==> src/hw/msm_pkg.sv <==
// Constants shared by both ends of the memory select and page map link.
// Assumes one clock and a synchronous active-high reset on both ends.
// Notes on behaviour
// (RULE1) Main protect bits 3..0 flag protected sectors
// (RULE2) Boot protect bits 1..0 flag boot sectors
// (RULE3) Boot protect bit 7 shows readout lock
// (RULE4) SRAM enabled only while its select high
// (RULE5) Sector selects never exceed physical sector size
// (RULE6) Equal-priority spaces never overlap each other
// (RULE7) Boot sector wins over main sector
// (RULE8) SRAM, registers, peripherals win over flash
// (RULE9) Space map bits gate fetch and read
// (RULE10) Space map boots configured, rewritable, immediate
// (RULE11) Value 0Ch gives separate program, data spaces
// (RULE12) Bits 2 and 4 combine main flash
// (RULE13) Page register read/write at offset E0h
// (RULE14) Page bits feed the address decoder
// (RULE15) Spare page bits go to logic array
// (RULE16) Protection registers read-only, writes ignored
// (RULE17) Protection registers live in register space
// (RULE18) Unmatched or blocked access enables no memory
package msm_pkg;
  localparam int ADDR_W = 16;
  localparam int REG_OFF_W = 8;
  localparam logic [7:0] OFF_PAGE = 8'hE0;
  localparam logic [7:0] OFF_MAIN_PROT = 8'hC0;
  localparam logic [7:0] OFF_BOOT_PROT = 8'hC2;
  localparam logic [7:0] OFF_SPACE_MAP = 8'hE2;
  localparam int SM_SRAM_CODE = 0;
  localparam int SM_BOOT_CODE = 1;
  localparam int SM_MAIN_CODE = 2;
  localparam int SM_BOOT_DATA = 3;
  localparam int SM_MAIN_DATA = 4;
  localparam int SM_PERIPHERAL_IO_ENABLE = 7;
  localparam logic [7:0] SM_USED_MASK = 8'h9F;
  localparam logic [7:0] SM_SEPARATE = 8'h0C;
  localparam logic [7:0] SM_BOOT_DEFAULT = 8'h0C;
  localparam int BOOT_LOCK_BIT = 7;
  localparam logic [7:0] PAGE_RESET = 8'h00;
  localparam int MAIN_SECTORS = 4;
  localparam int BOOT_SECTORS = 2;
  localparam int PERIPH_SELECTS = 2;
  typedef enum logic [2:0] {
    MSM_TGT_NONE, MSM_TGT_MAIN, MSM_TGT_BOOT, MSM_TGT_SRAM, MSM_TGT_REGS, MSM_TGT_PERIPH
  } msm_target_t;
endpackage : msm_pkg

==> src/hw/msm_link_if.sv <==
// Bus between the core and the memory select block.
// Assumes both ends share clk_i; the testbench supplies it.
`timescale 1ns/100ps
interface msm_link_if (input wire logic clk_i);
  import msm_pkg::*;
  logic [ADDR_W-1:0] addr;
  logic fetch_strobe;
  logic read_strobe;
  logic write_strobe;
  logic [7:0] wdata;
  logic [7:0] rdata;
  modport core (input clk_i, output addr, output fetch_strobe, output read_strobe, output write_strobe,
    output wdata, input rdata);
  modport dev (input clk_i, input addr, input fetch_strobe, input read_strobe, input write_strobe,
    input wdata, output rdata);
endinterface : msm_link_if

==> src/hw/msm_map.sv <==
// Memory select, priority, space map gating, page and protection registers.
// Assumes the core drives one strobe at a time and the select equations come in as decoded levels
// computed by the user side from address and page bits.
`timescale 1ns/100ps
module msm_map
  import msm_pkg::*;
(
  input wire logic clk_i,
  input wire logic reset_i,
  msm_link_if.dev link,
  input wire logic [REG_OFF_W-1:0] reg_base_i,
  input wire logic [MAIN_SECTORS-1:0] main_sector_selects_i,
  input wire logic [BOOT_SECTORS-1:0] boot_sector_selects_i,
  input wire logic [1:0] sram_terms_i,
  input wire logic [PERIPH_SELECTS-1:0] periph_selects_i,
  input wire logic [MAIN_SECTORS-1:0] main_prot_i,
  input wire logic [BOOT_SECTORS-1:0] boot_prot_i,
  input wire logic readout_lock_i,
  input wire logic [7:0] space_map_boot_i,
  output logic [MAIN_SECTORS-1:0] main_enable_o,
  output logic [BOOT_SECTORS-1:0] boot_enable_o,
  output logic sram_enable_o,
  output logic regs_enable_o,
  output logic [PERIPH_SELECTS-1:0] periph_enable_o,
  output logic [7:0] page_bits_o,
  output logic [7:0] logic_array_page_o,
  output logic [7:0] space_map_o,
  output logic [7:0] link_rdata_o
);
  ////////////////////////////////////////////////////////////////////////////
  logic [7:0] page_q;
  logic [7:0] space_map_q;
  logic boot_done_q;
  logic [7:0] rdata_q;
  logic [MAIN_SECTORS-1:0] main_en_q;
  logic [BOOT_SECTORS-1:0] boot_en_q;
  logic sram_en_q;
  logic regs_en_q;
  logic [PERIPH_SELECTS-1:0] periph_en_q;
  logic [1:0] mp_s1_q, mp_s2_q;
  logic [MAIN_SECTORS-1:0] mpr_s1_q, mpr_s2_q;
  logic lock_s1_q, lock_s2_q;
  logic [7:0] main_prot_reg;
  logic [7:0] boot_prot_reg;
  logic regs_hit;
  logic [REG_OFF_W-1:0] off;
  logic any_strobe;
  msm_target_t tgt;

  // Register space is the top byte of address matching reg_base_i
  assign regs_hit = (link.addr[ADDR_W-1:REG_OFF_W] == reg_base_i);
  assign off = link.addr[REG_OFF_W-1:0];
  assign any_strobe = link.fetch_strobe | link.read_strobe | link.write_strobe;

  ////////////////////////////////////////////////////////////////////////////
  // Protection status pins come from the non-volatile side, so they are synchronised
  always_ff @(posedge clk_i) begin
    mpr_s1_q <= main_prot_i;
    mpr_s2_q <= mpr_s1_q;
    mp_s1_q <= boot_prot_i;
    mp_s2_q <= mp_s1_q;
    lock_s1_q <= readout_lock_i;
    lock_s2_q <= lock_s1_q;
  end

  assign main_prot_reg = {4'h0, mpr_s2_q}; // RULE1
  assign boot_prot_reg = {lock_s2_q, 5'h00, mp_s2_q}; // RULE2 RULE3

  ////////////////////////////////////////////////////////////////////////////
  // Space map takes its configured value on the first edge after reset release
  always_ff @(posedge clk_i) begin
    if (reset_i) begin
      space_map_q <= SM_SEPARATE;
      boot_done_q <= 1'b0;
    end else if (!boot_done_q) begin
      space_map_q <= space_map_boot_i & SM_USED_MASK; // RULE10
      boot_done_q <= 1'b1;
    end else if (link.write_strobe && regs_hit && off == OFF_SPACE_MAP) begin
      space_map_q <= link.wdata & SM_USED_MASK; // RULE10
    end
  end

  always_ff @(posedge clk_i) begin
    if (reset_i) begin
      page_q <= PAGE_RESET;
    end else if (link.write_strobe && regs_hit && off == OFF_PAGE) begin
      page_q <= link.wdata; // RULE13
    end
  end
  // Writes to the protection offsets fall through untouched RULE16

  always_ff @(posedge clk_i) begin
    if (reset_i) begin
      rdata_q <= 8'h00;
    end else if (link.read_strobe && regs_hit) begin
      unique case (off)
        OFF_PAGE: rdata_q <= page_q; // RULE13
        OFF_SPACE_MAP: rdata_q <= space_map_q;
        OFF_MAIN_PROT: rdata_q <= main_prot_reg; // RULE17
        OFF_BOOT_PROT: rdata_q <= boot_prot_reg; // RULE17
        default: rdata_q <= 8'h00;
      endcase
    end
  end

  ////////////////////////////////////////////////////////////////////////////
  // Fixed priority: regs over SRAM over peripherals over boot over main
  always_comb begin
    tgt = MSM_TGT_NONE;
    if (!any_strobe) begin
      tgt = MSM_TGT_NONE; // RULE18
    end else if (regs_hit) begin
      tgt = MSM_TGT_REGS; // RULE8
    end else if (|sram_terms_i) begin
      tgt = MSM_TGT_SRAM; // RULE4 RULE8
    end else if (|periph_selects_i && space_map_q[SM_PERIPHERAL_IO_ENABLE]) begin
      tgt = MSM_TGT_PERIPH; // RULE8 RULE9
    end else if (|boot_sector_selects_i) begin
      tgt = MSM_TGT_BOOT; // RULE7
    end else if (|main_sector_selects_i) begin
      tgt = MSM_TGT_MAIN;
    end
  end

  // Strobe gating; data reads always reach SRAM, fetch needs its bit
  always_ff @(posedge clk_i) begin
    if (reset_i) begin
      main_en_q <= '0;
      boot_en_q <= '0;
      sram_en_q <= 1'b0;
      regs_en_q <= 1'b0;
      periph_en_q <= '0;
    end else begin
      main_en_q <= (tgt == MSM_TGT_MAIN &&
        ((link.fetch_strobe && space_map_q[SM_MAIN_CODE]) ||
         (link.read_strobe && space_map_q[SM_MAIN_DATA]) || link.write_strobe))
        ? main_sector_selects_i : '0; // RULE9 RULE11 RULE12 RULE18
      boot_en_q <= (tgt == MSM_TGT_BOOT &&
        ((link.fetch_strobe && space_map_q[SM_BOOT_CODE]) ||
         (link.read_strobe && space_map_q[SM_BOOT_DATA]) || link.write_strobe))
        ? boot_sector_selects_i : '0; // RULE9 RULE11 RULE18
      sram_en_q <= tgt == MSM_TGT_SRAM &&
        (link.read_strobe || link.write_strobe || (link.fetch_strobe && space_map_q[SM_SRAM_CODE])); // RULE4 RULE9
      regs_en_q <= tgt == MSM_TGT_REGS && !link.fetch_strobe;
      periph_en_q <= (tgt == MSM_TGT_PERIPH && !link.fetch_strobe) ? periph_selects_i : '0;
    end
  end

  assign main_enable_o = main_en_q;
  assign boot_enable_o = boot_en_q;
  assign sram_enable_o = sram_en_q;
  assign regs_enable_o = regs_en_q;
  assign periph_enable_o = periph_en_q;
  assign page_bits_o = page_q; // RULE14
  assign logic_array_page_o = page_q; // RULE15
  assign space_map_o = space_map_q;
  assign link.rdata = rdata_q;
  assign link_rdata_o = rdata_q;
endmodule : msm_map

==> src/flat_wrapper.sv <==
// flat-port wrapper written by rule: the top's interface ports become plain ports
module msm_map_flat import msm_pkg::*;
  (clk_i, reset_i, reg_base_i, main_sector_selects_i, boot_sector_selects_i, sram_terms_i, periph_selects_i, main_prot_i, boot_prot_i, readout_lock_i, space_map_boot_i, main_enable_o, boot_enable_o, sram_enable_o, regs_enable_o, periph_enable_o, page_bits_o, logic_array_page_o, space_map_o, link_rdata_o, link_addr, link_fetch_strobe, link_read_strobe, link_write_strobe, link_wdata, link_rdata);
  msm_link_if link_i (.clk_i(clk_i));
  input wire logic clk_i;
  input wire logic reset_i;
  input wire logic [REG_OFF_W-1:0] reg_base_i;
  input wire logic [MAIN_SECTORS-1:0] main_sector_selects_i;
  input wire logic [BOOT_SECTORS-1:0] boot_sector_selects_i;
  input wire logic [1:0] sram_terms_i;
  input wire logic [PERIPH_SELECTS-1:0] periph_selects_i;
  input wire logic [MAIN_SECTORS-1:0] main_prot_i;
  input wire logic [BOOT_SECTORS-1:0] boot_prot_i;
  input wire logic readout_lock_i;
  input wire logic [7:0] space_map_boot_i;
  output logic [MAIN_SECTORS-1:0] main_enable_o;
  output logic [BOOT_SECTORS-1:0] boot_enable_o;
  output logic sram_enable_o;
  output logic regs_enable_o;
  output logic [PERIPH_SELECTS-1:0] periph_enable_o;
  output logic [7:0] page_bits_o;
  output logic [7:0] logic_array_page_o;
  output logic [7:0] space_map_o;
  output logic [7:0] link_rdata_o;
  input wire logic [$bits(link_i.addr)-1:0] link_addr;
  input wire logic [$bits(link_i.fetch_strobe)-1:0] link_fetch_strobe;
  input wire logic [$bits(link_i.read_strobe)-1:0] link_read_strobe;
  input wire logic [$bits(link_i.write_strobe)-1:0] link_write_strobe;
  input wire logic [$bits(link_i.wdata)-1:0] link_wdata;
  output wire logic [$bits(link_i.rdata)-1:0] link_rdata;
  assign link_i.addr = link_addr;
  assign link_i.fetch_strobe = link_fetch_strobe;
  assign link_i.read_strobe = link_read_strobe;
  assign link_i.write_strobe = link_write_strobe;
  assign link_i.wdata = link_wdata;
  assign link_rdata = link_i.rdata;
  msm_map u_core (.clk_i(clk_i), .reset_i(reset_i), .link(link_i), .reg_base_i(reg_base_i), .main_sector_selects_i(main_sector_selects_i), .boot_sector_selects_i(boot_sector_selects_i), .sram_terms_i(sram_terms_i), .periph_selects_i(periph_selects_i), .main_prot_i(main_prot_i), .boot_prot_i(boot_prot_i), .readout_lock_i(readout_lock_i), .space_map_boot_i(space_map_boot_i), .main_enable_o(main_enable_o), .boot_enable_o(boot_enable_o), .sram_enable_o(sram_enable_o), .regs_enable_o(regs_enable_o), .periph_enable_o(periph_enable_o), .page_bits_o(page_bits_o), .logic_array_page_o(logic_array_page_o), .space_map_o(space_map_o), .link_rdata_o(link_rdata_o));
endmodule
==> config.mk <==
export PLATFORM = sky130hd
export DESIGN_NAME = msm_map_flat
export DESIGN_NICKNAME = d
export VERILOG_FILES = /design/src/hw/msm_pkg.sv /design/src/hw/msm_link_if.sv /design/src/hw/msm_map.sv /design/src/flat_wrapper.sv
export SDC_FILE = /design/constraint.sdc
export NUM_CORES = 1
export LEC_CHECK = 0
export BUFFER_PORTS_ARGS = -buffer_cell sky130_fd_sc_hd__buf_2
export CAP_MARGIN = 30
export CORE_UTILIZATION = 40
export CTS_BUF_LIST = sky130_fd_sc_hd__clkbuf_16
export CTS_CLUSTER_DIAMETER = 200
export DETAILED_ROUTE_END_ITERATION = 8
export PLACE_DENSITY = 0.77
export SETUP_SLACK_MARGIN = 0.02
export SYNTH_ARGS = -nofsm -noshare
export SYNTH_HDL_FRONTEND = slang
export SYNTH_SLANG_ARGS = --single-unit
==> constraint.sdc <==
create_clock -name clk_i -period 4.39 [get_ports clk_i]
set_clock_uncertainty 0.15 [all_clocks]
set_input_delay 0.878 -clock clk_i [delete_from_list [all_inputs] [get_ports clk_i]]
set_output_delay 0.878 -clock clk_i [all_outputs]
set_load 0.05 [all_outputs]
-- Yosys cells after proc, flatten, opt, wreduce, memory -nomap -nowiden
Index checks and enable logic that the tools add are counted.
Widths: inputs -> output; s select.
- logic and storage cells: 70
- memories: 0
- output and inout port bits: 50
- bits in registers: 47
- bits of input ports: 62
- bits in read-only memories: 0
- latch bits: 0
- memory bits (writable): 0
- mux-type cells: 10
- bitwise logic cells: 5
- equal/unequal tests: 11
- shift-type cells: 0
- multipliers: 0
- reductions and logical operators: 29
- divide/modulo/power cells: 0
- magnitude comparators: 0
- add/sub/neg operators: 0
- operators with widths (operator ; count):
    $eq 8x8->1 const B ; 4
    $pmux 8 s4 ; 1
    $mux 8 ; 2
    $logic_and 1x1->1 ; 15
    $mux 3 ; 5
    $reduce_or 2->1 ; 6
    $eq 8x8->1 ; 1
    $eq 3x2->1 const B ; 2
    $eq 3x3->1 const B ; 2
    $logic_or 1x1->1 ; 6
    $reduce_or 4->1 ; 1
    $eq 3x1->1 const B ; 1
    $not 1->1 ; 3
    $mux 1 ; 2
    $ne 2x2->1 const B ; 1
    $or 1x1->1 ; 2
    $logic_not 1->1 ; 1

-- Logic depth before layout (Yosys ltp)
- word-level depth: 11
- gate-level depth with buffers: 7
- gate-level depth less buffers: 5

-- Least setup slack after synthesis
No wires, ideal clock.
- path type: input -> register
- from: input link_addr[0]
- to: register u_core.page_q[5] (netlist: u_core.logic_array_page_o[5])
- path slack: 2.167 ns
- path buffers: 0
- data required time: 4.112 ns
- arrival: 1.945 ns
- cell stages on the path: 5
- cell sequence: and4bb_2 > and4b_1 > nand4_2 > mux2i_1 > nor2_1
- cells in the longest elaborated chain, start to end: 2
- RTL lines (item ; line ; source):
    from (decl) ; flat_wrapper.sv:25 ; input wire logic [$bits(link_i.addr)-1:0] link_addr;
    $eq 8x8->1 ; msm_map.sv:86 ; end else if (link.write_strobe && regs_hit && off == OFF_PAGE) begin
    $logic_and 1x1->1 ; msm_map.sv:86 ;
    to (signal assigned) ; msm_map.sv:87 ; page_q <= link.wdata;
    to (decl) ; msm_map.sv:31 ; logic [7:0] page_q;
Every way passes these cells.
A chain may end at the register's enable or synchronous reset.

-- Worst setup path in the final report
- from: input reg_base_i[6]
- to: register u_core.space_map_q[7] (netlist: u_core.space_map_o[7])
- cells in the longest elaborated chain, start to end: 4
- RTL lines (item ; line ; source):
    from (decl) ; flat_wrapper.sv:7 ; input wire logic [REG_OFF_W-1:0] reg_base_i;
    $eq 8x8->1 ; msm_map.sv:51 ; assign regs_hit = (link.addr[ADDR_W-1:REG_OFF_W] == reg_base_i);
    $logic_and 1x1->1 (2 in series) ; msm_map.sv:78 ; end else if (link.write_strobe && regs_hit && off == OFF_SPACE_MAP) begin
    $ne 2x2->1 (no source line) ; n/a ;
    to (signal assigned) ; msm_map.sv:76 ; space_map_q <= space_map_boot_i & SM_USED_MASK;
    to (signal assigned) ; msm_map.sv:79 ; space_map_q <= link.wdata & SM_USED_MASK;
    to (decl) ; msm_map.sv:32 ; logic [7:0] space_map_q;
Every way passes these cells.

==> metrics.cfg <==
[finish]
layout-drive-gt1-share_pct=44.52
final_common_cell=buf_2
fin_util_pct=53.96
final_cell_mix=buf_2, dfxtp_1, nor2_1
areaGrowthSynthToFinish_pct=29.66
finalNetCount=344
nFillCells=441
fin_cells=350
antenna_cells=0

[route]
drc=0
wire_per_inst_um=12.82
dr.pass1.iters=4
routed_wl_um=4488
vias=1704
drt_iter0_markers=58
vias_per_cell=4.869
drtAntennaViolNets=0

[die]
core_um2=4723
die-area_um2=5198
die_w_um=72.10
boundaryPins=112
start_util_pct=41.62
die_h_um=72.10
rows=25

[logic_synthesis]
muxShareOfSynthArea_pct=12.67
syn_area_per_cell_um2=10.18
synth_xor_area_share_pct=3.565
ys_warn_count=0
yosys.cell_types.count=37
ys_seq_area_share_pct=47.87
synth-simple-area-share_pct=18.52
ys_seq_elements=47
synthArstFlopShare_pct=0
synth-edff-count=0
synthAdderAreaFrac_pct=0
syn-cell-area_um2=1966
synth-main-ff-cell=dfxtp_1
synth_top_family_by_area=simple AND/OR/NAND/NOR gates
syn_inst=193
synth_compound_area_share_pct=7.575

[timing]
setup-tns-final_ns=0
drv_slew=0
fmax_mhz=401.7
tightest_slew_ns=0.8721
worst_slack_ns=1.900
hold_viol=0
slew_headroom_pct=41.51
setup_viol=0
rsz0062_at_grt=no
fin_crit_sh_pct=56.71
finalCriticalPeriod_ns=2.490

[setup_path]
critPathRequiredTime_ns=4.44
critPathArrivalTime_ns=2.54
crit_fanout=12
path_class=in -> reg
cp-end-kind=flop
cp-start-kind=primary input

[place]
io_buffers=107
dp.cells=342
pre_cts_ws_ns=1.656
place_hpwl_um=3501
gp_congestion=0.8092

[clock_tree]
cts_sinks=47
worstSkewPairLatency_ns=0.29
htreeDepth=2
clockBufferDepth=2
cts_buffers=5
cts_tree=done
path_clk_slew_ns=0.06
post_cts_resized=0
cts_root_buf=clkbuf_16
post_cts_buffers=0
ctsHoldBuffers=0

[outcome]
status=complete, no violations

[power_and_ir_drop]
swShare_pct=24.11
p_per_area_nw_per_um2=357.3
p_sw_uw=219.6
p_leak_nw=1.298
p_seq_share_pct=49.2
power.internal_uw=691.1
pwr-share-comb_pct=11.5
peakVddDrop_mv=0.2201
clock_power_share_pct=39.2

[global_routing]
antenna_found_initial=0
grt-ovfl-total=0
grt_first_pass_wirelength_um=7051
grt_max_degree=26
grt_pass1_vias=1497
grtUsageTotal_pct=17.82

[flow_run]
drv_cap=0

[worst_hold_path]
min_path_type=reg -> reg

[cells in the mapped netlist, types with 3 or more instances]
| cell | count | area, um2 |
|---|---|---|
| nand3_1 | 3 | 15.01 |
| mux2_2 | 3 | 33.78 |
| a211oi_1 | 5 | 37.54 |
| mux2i_1 | 17 | 170.2 |
| dfxtp_1 | 47 | 940.9 |
| nand2_1 | 11 | 41.29 |
| buf_4 | 20 | 150.1 |
| xnor2_1 | 8 | 70.07 |
| nor2_1 | 21 | 78.83 |
| a21oi_1 | 8 | 40.04 |
| nor3_1 | 4 | 20.02 |
| nand4_1 | 4 | 25.02 |
| clkbuf_1 | 4 | 15.01 |
| and2_1 | 6 | 37.54 |
[flip-flops by register name (all words and copies together), names as in the netlist]
signal and flops:
u_core.mpr_s1_q 4, u_core.boot_enable_o 2, u_core.regs_enable_o 1, u_core.mp_s2_q 2, u_core.link.rdata 8, u_core.logic_array_page_o 8
u_core.periph_enable_o 2, u_core.lock_s2_q 1, u_core.mpr_s2_q 4, u_core.space_map_o 6, u_core.mp_s1_q 2, u_core.sram_enable_o 1
u_core.lock_s1_q 1, u_core.main_enable_o 4, u_core.boot_done_q 1
[logic make-up after synthesis]
logic type	after synthesis
AO/OA/AOI/OAI	22
multiplexers	22
buffers and inverters	28
flip-flops	47
other	1
AND/OR/NAND/NOR	65
XOR/XNOR	8
[power groups by stage]
stage	clock, mW	sequential (mW)	combinational [mW]
2_1_floorplan	0	0.473	0.0475
3_3_place_gp	0	0.457	0.103
3_5_place_dp	0	0.458	0.105
4_1_cts	0.365	0.448	0.105
5_1_grt	0.384	0.449	0.115
6_report	0.357	0.448	0.105
[stage by stage]
| step | hold slack (ns) | power (mW) | cell area, um2 |
|---|---|---|---|
| finish | 0.1760 | 0.9108 | 2549 |
| global placement | 0.1622 | 0.5603 | 2407 |
| global route | 0.1850 | 0.9484 | 2549 |
| CTS | 0.1765 | 0.9186 | 2549 |
| floorplan | 0.1596 | 0.5201 | 1969 |
| detailed placement | 0.1621 | 0.5627 | 2407 |
[final timing paths]
check | start | end | slack (ns) | cells past startpoint
setup / recovery | reg_base_i[6] | u_core.space_map_o[7] | 1.90 | 6
hold / removal | u_core.mpr_s1_q[2] | u_core.mpr_s2_q[2] | 0.18 | 0
setup reg to reg | u_core.space_map_o[7] | u_core.main_enable_o[3] | 2.78 | 4
hold reg to reg | u_core.mpr_s1_q[2] | u_core.mpr_s2_q[2] | 0.18 | 0
[cell type report]
cell class | count | area [um2] | area share, %
flip-flops and latches | 47 | 940.9 | 36.92
multi-input cells | 119 | 839.6 | 32.94
repair buffers | 107 | 535.5 | 21.01
clock buffers | 5 | 125.1 | 4.909
well taps | 67 | 83.83 | 3.289
clock inverters | 3 | 16.27 | 0.6382
inverters | 2 | 7.507 | 0.2946
[metal layers]
metal / GRT usage [%] / up-vias / share of wire (%)
li1: - / 844 / -
met1: 21.70 / 781 / 41
met2: 30.63 / 70 / 52
met3: 3.750 / 9 / 5.4
met4: 7.190 / 0 / 1.6
met5: 0 / - / 0
[worst max-delay path, cell delays in order]
cell and delay [ns]:
buf_2 0.11, xnor2_1 0.20, nand4_1 0.21, o31ai_2 0.81, nor2_1 0.09, a211oi_1 0.25
No activity file was read; power rests on OpenSTA's default activity.
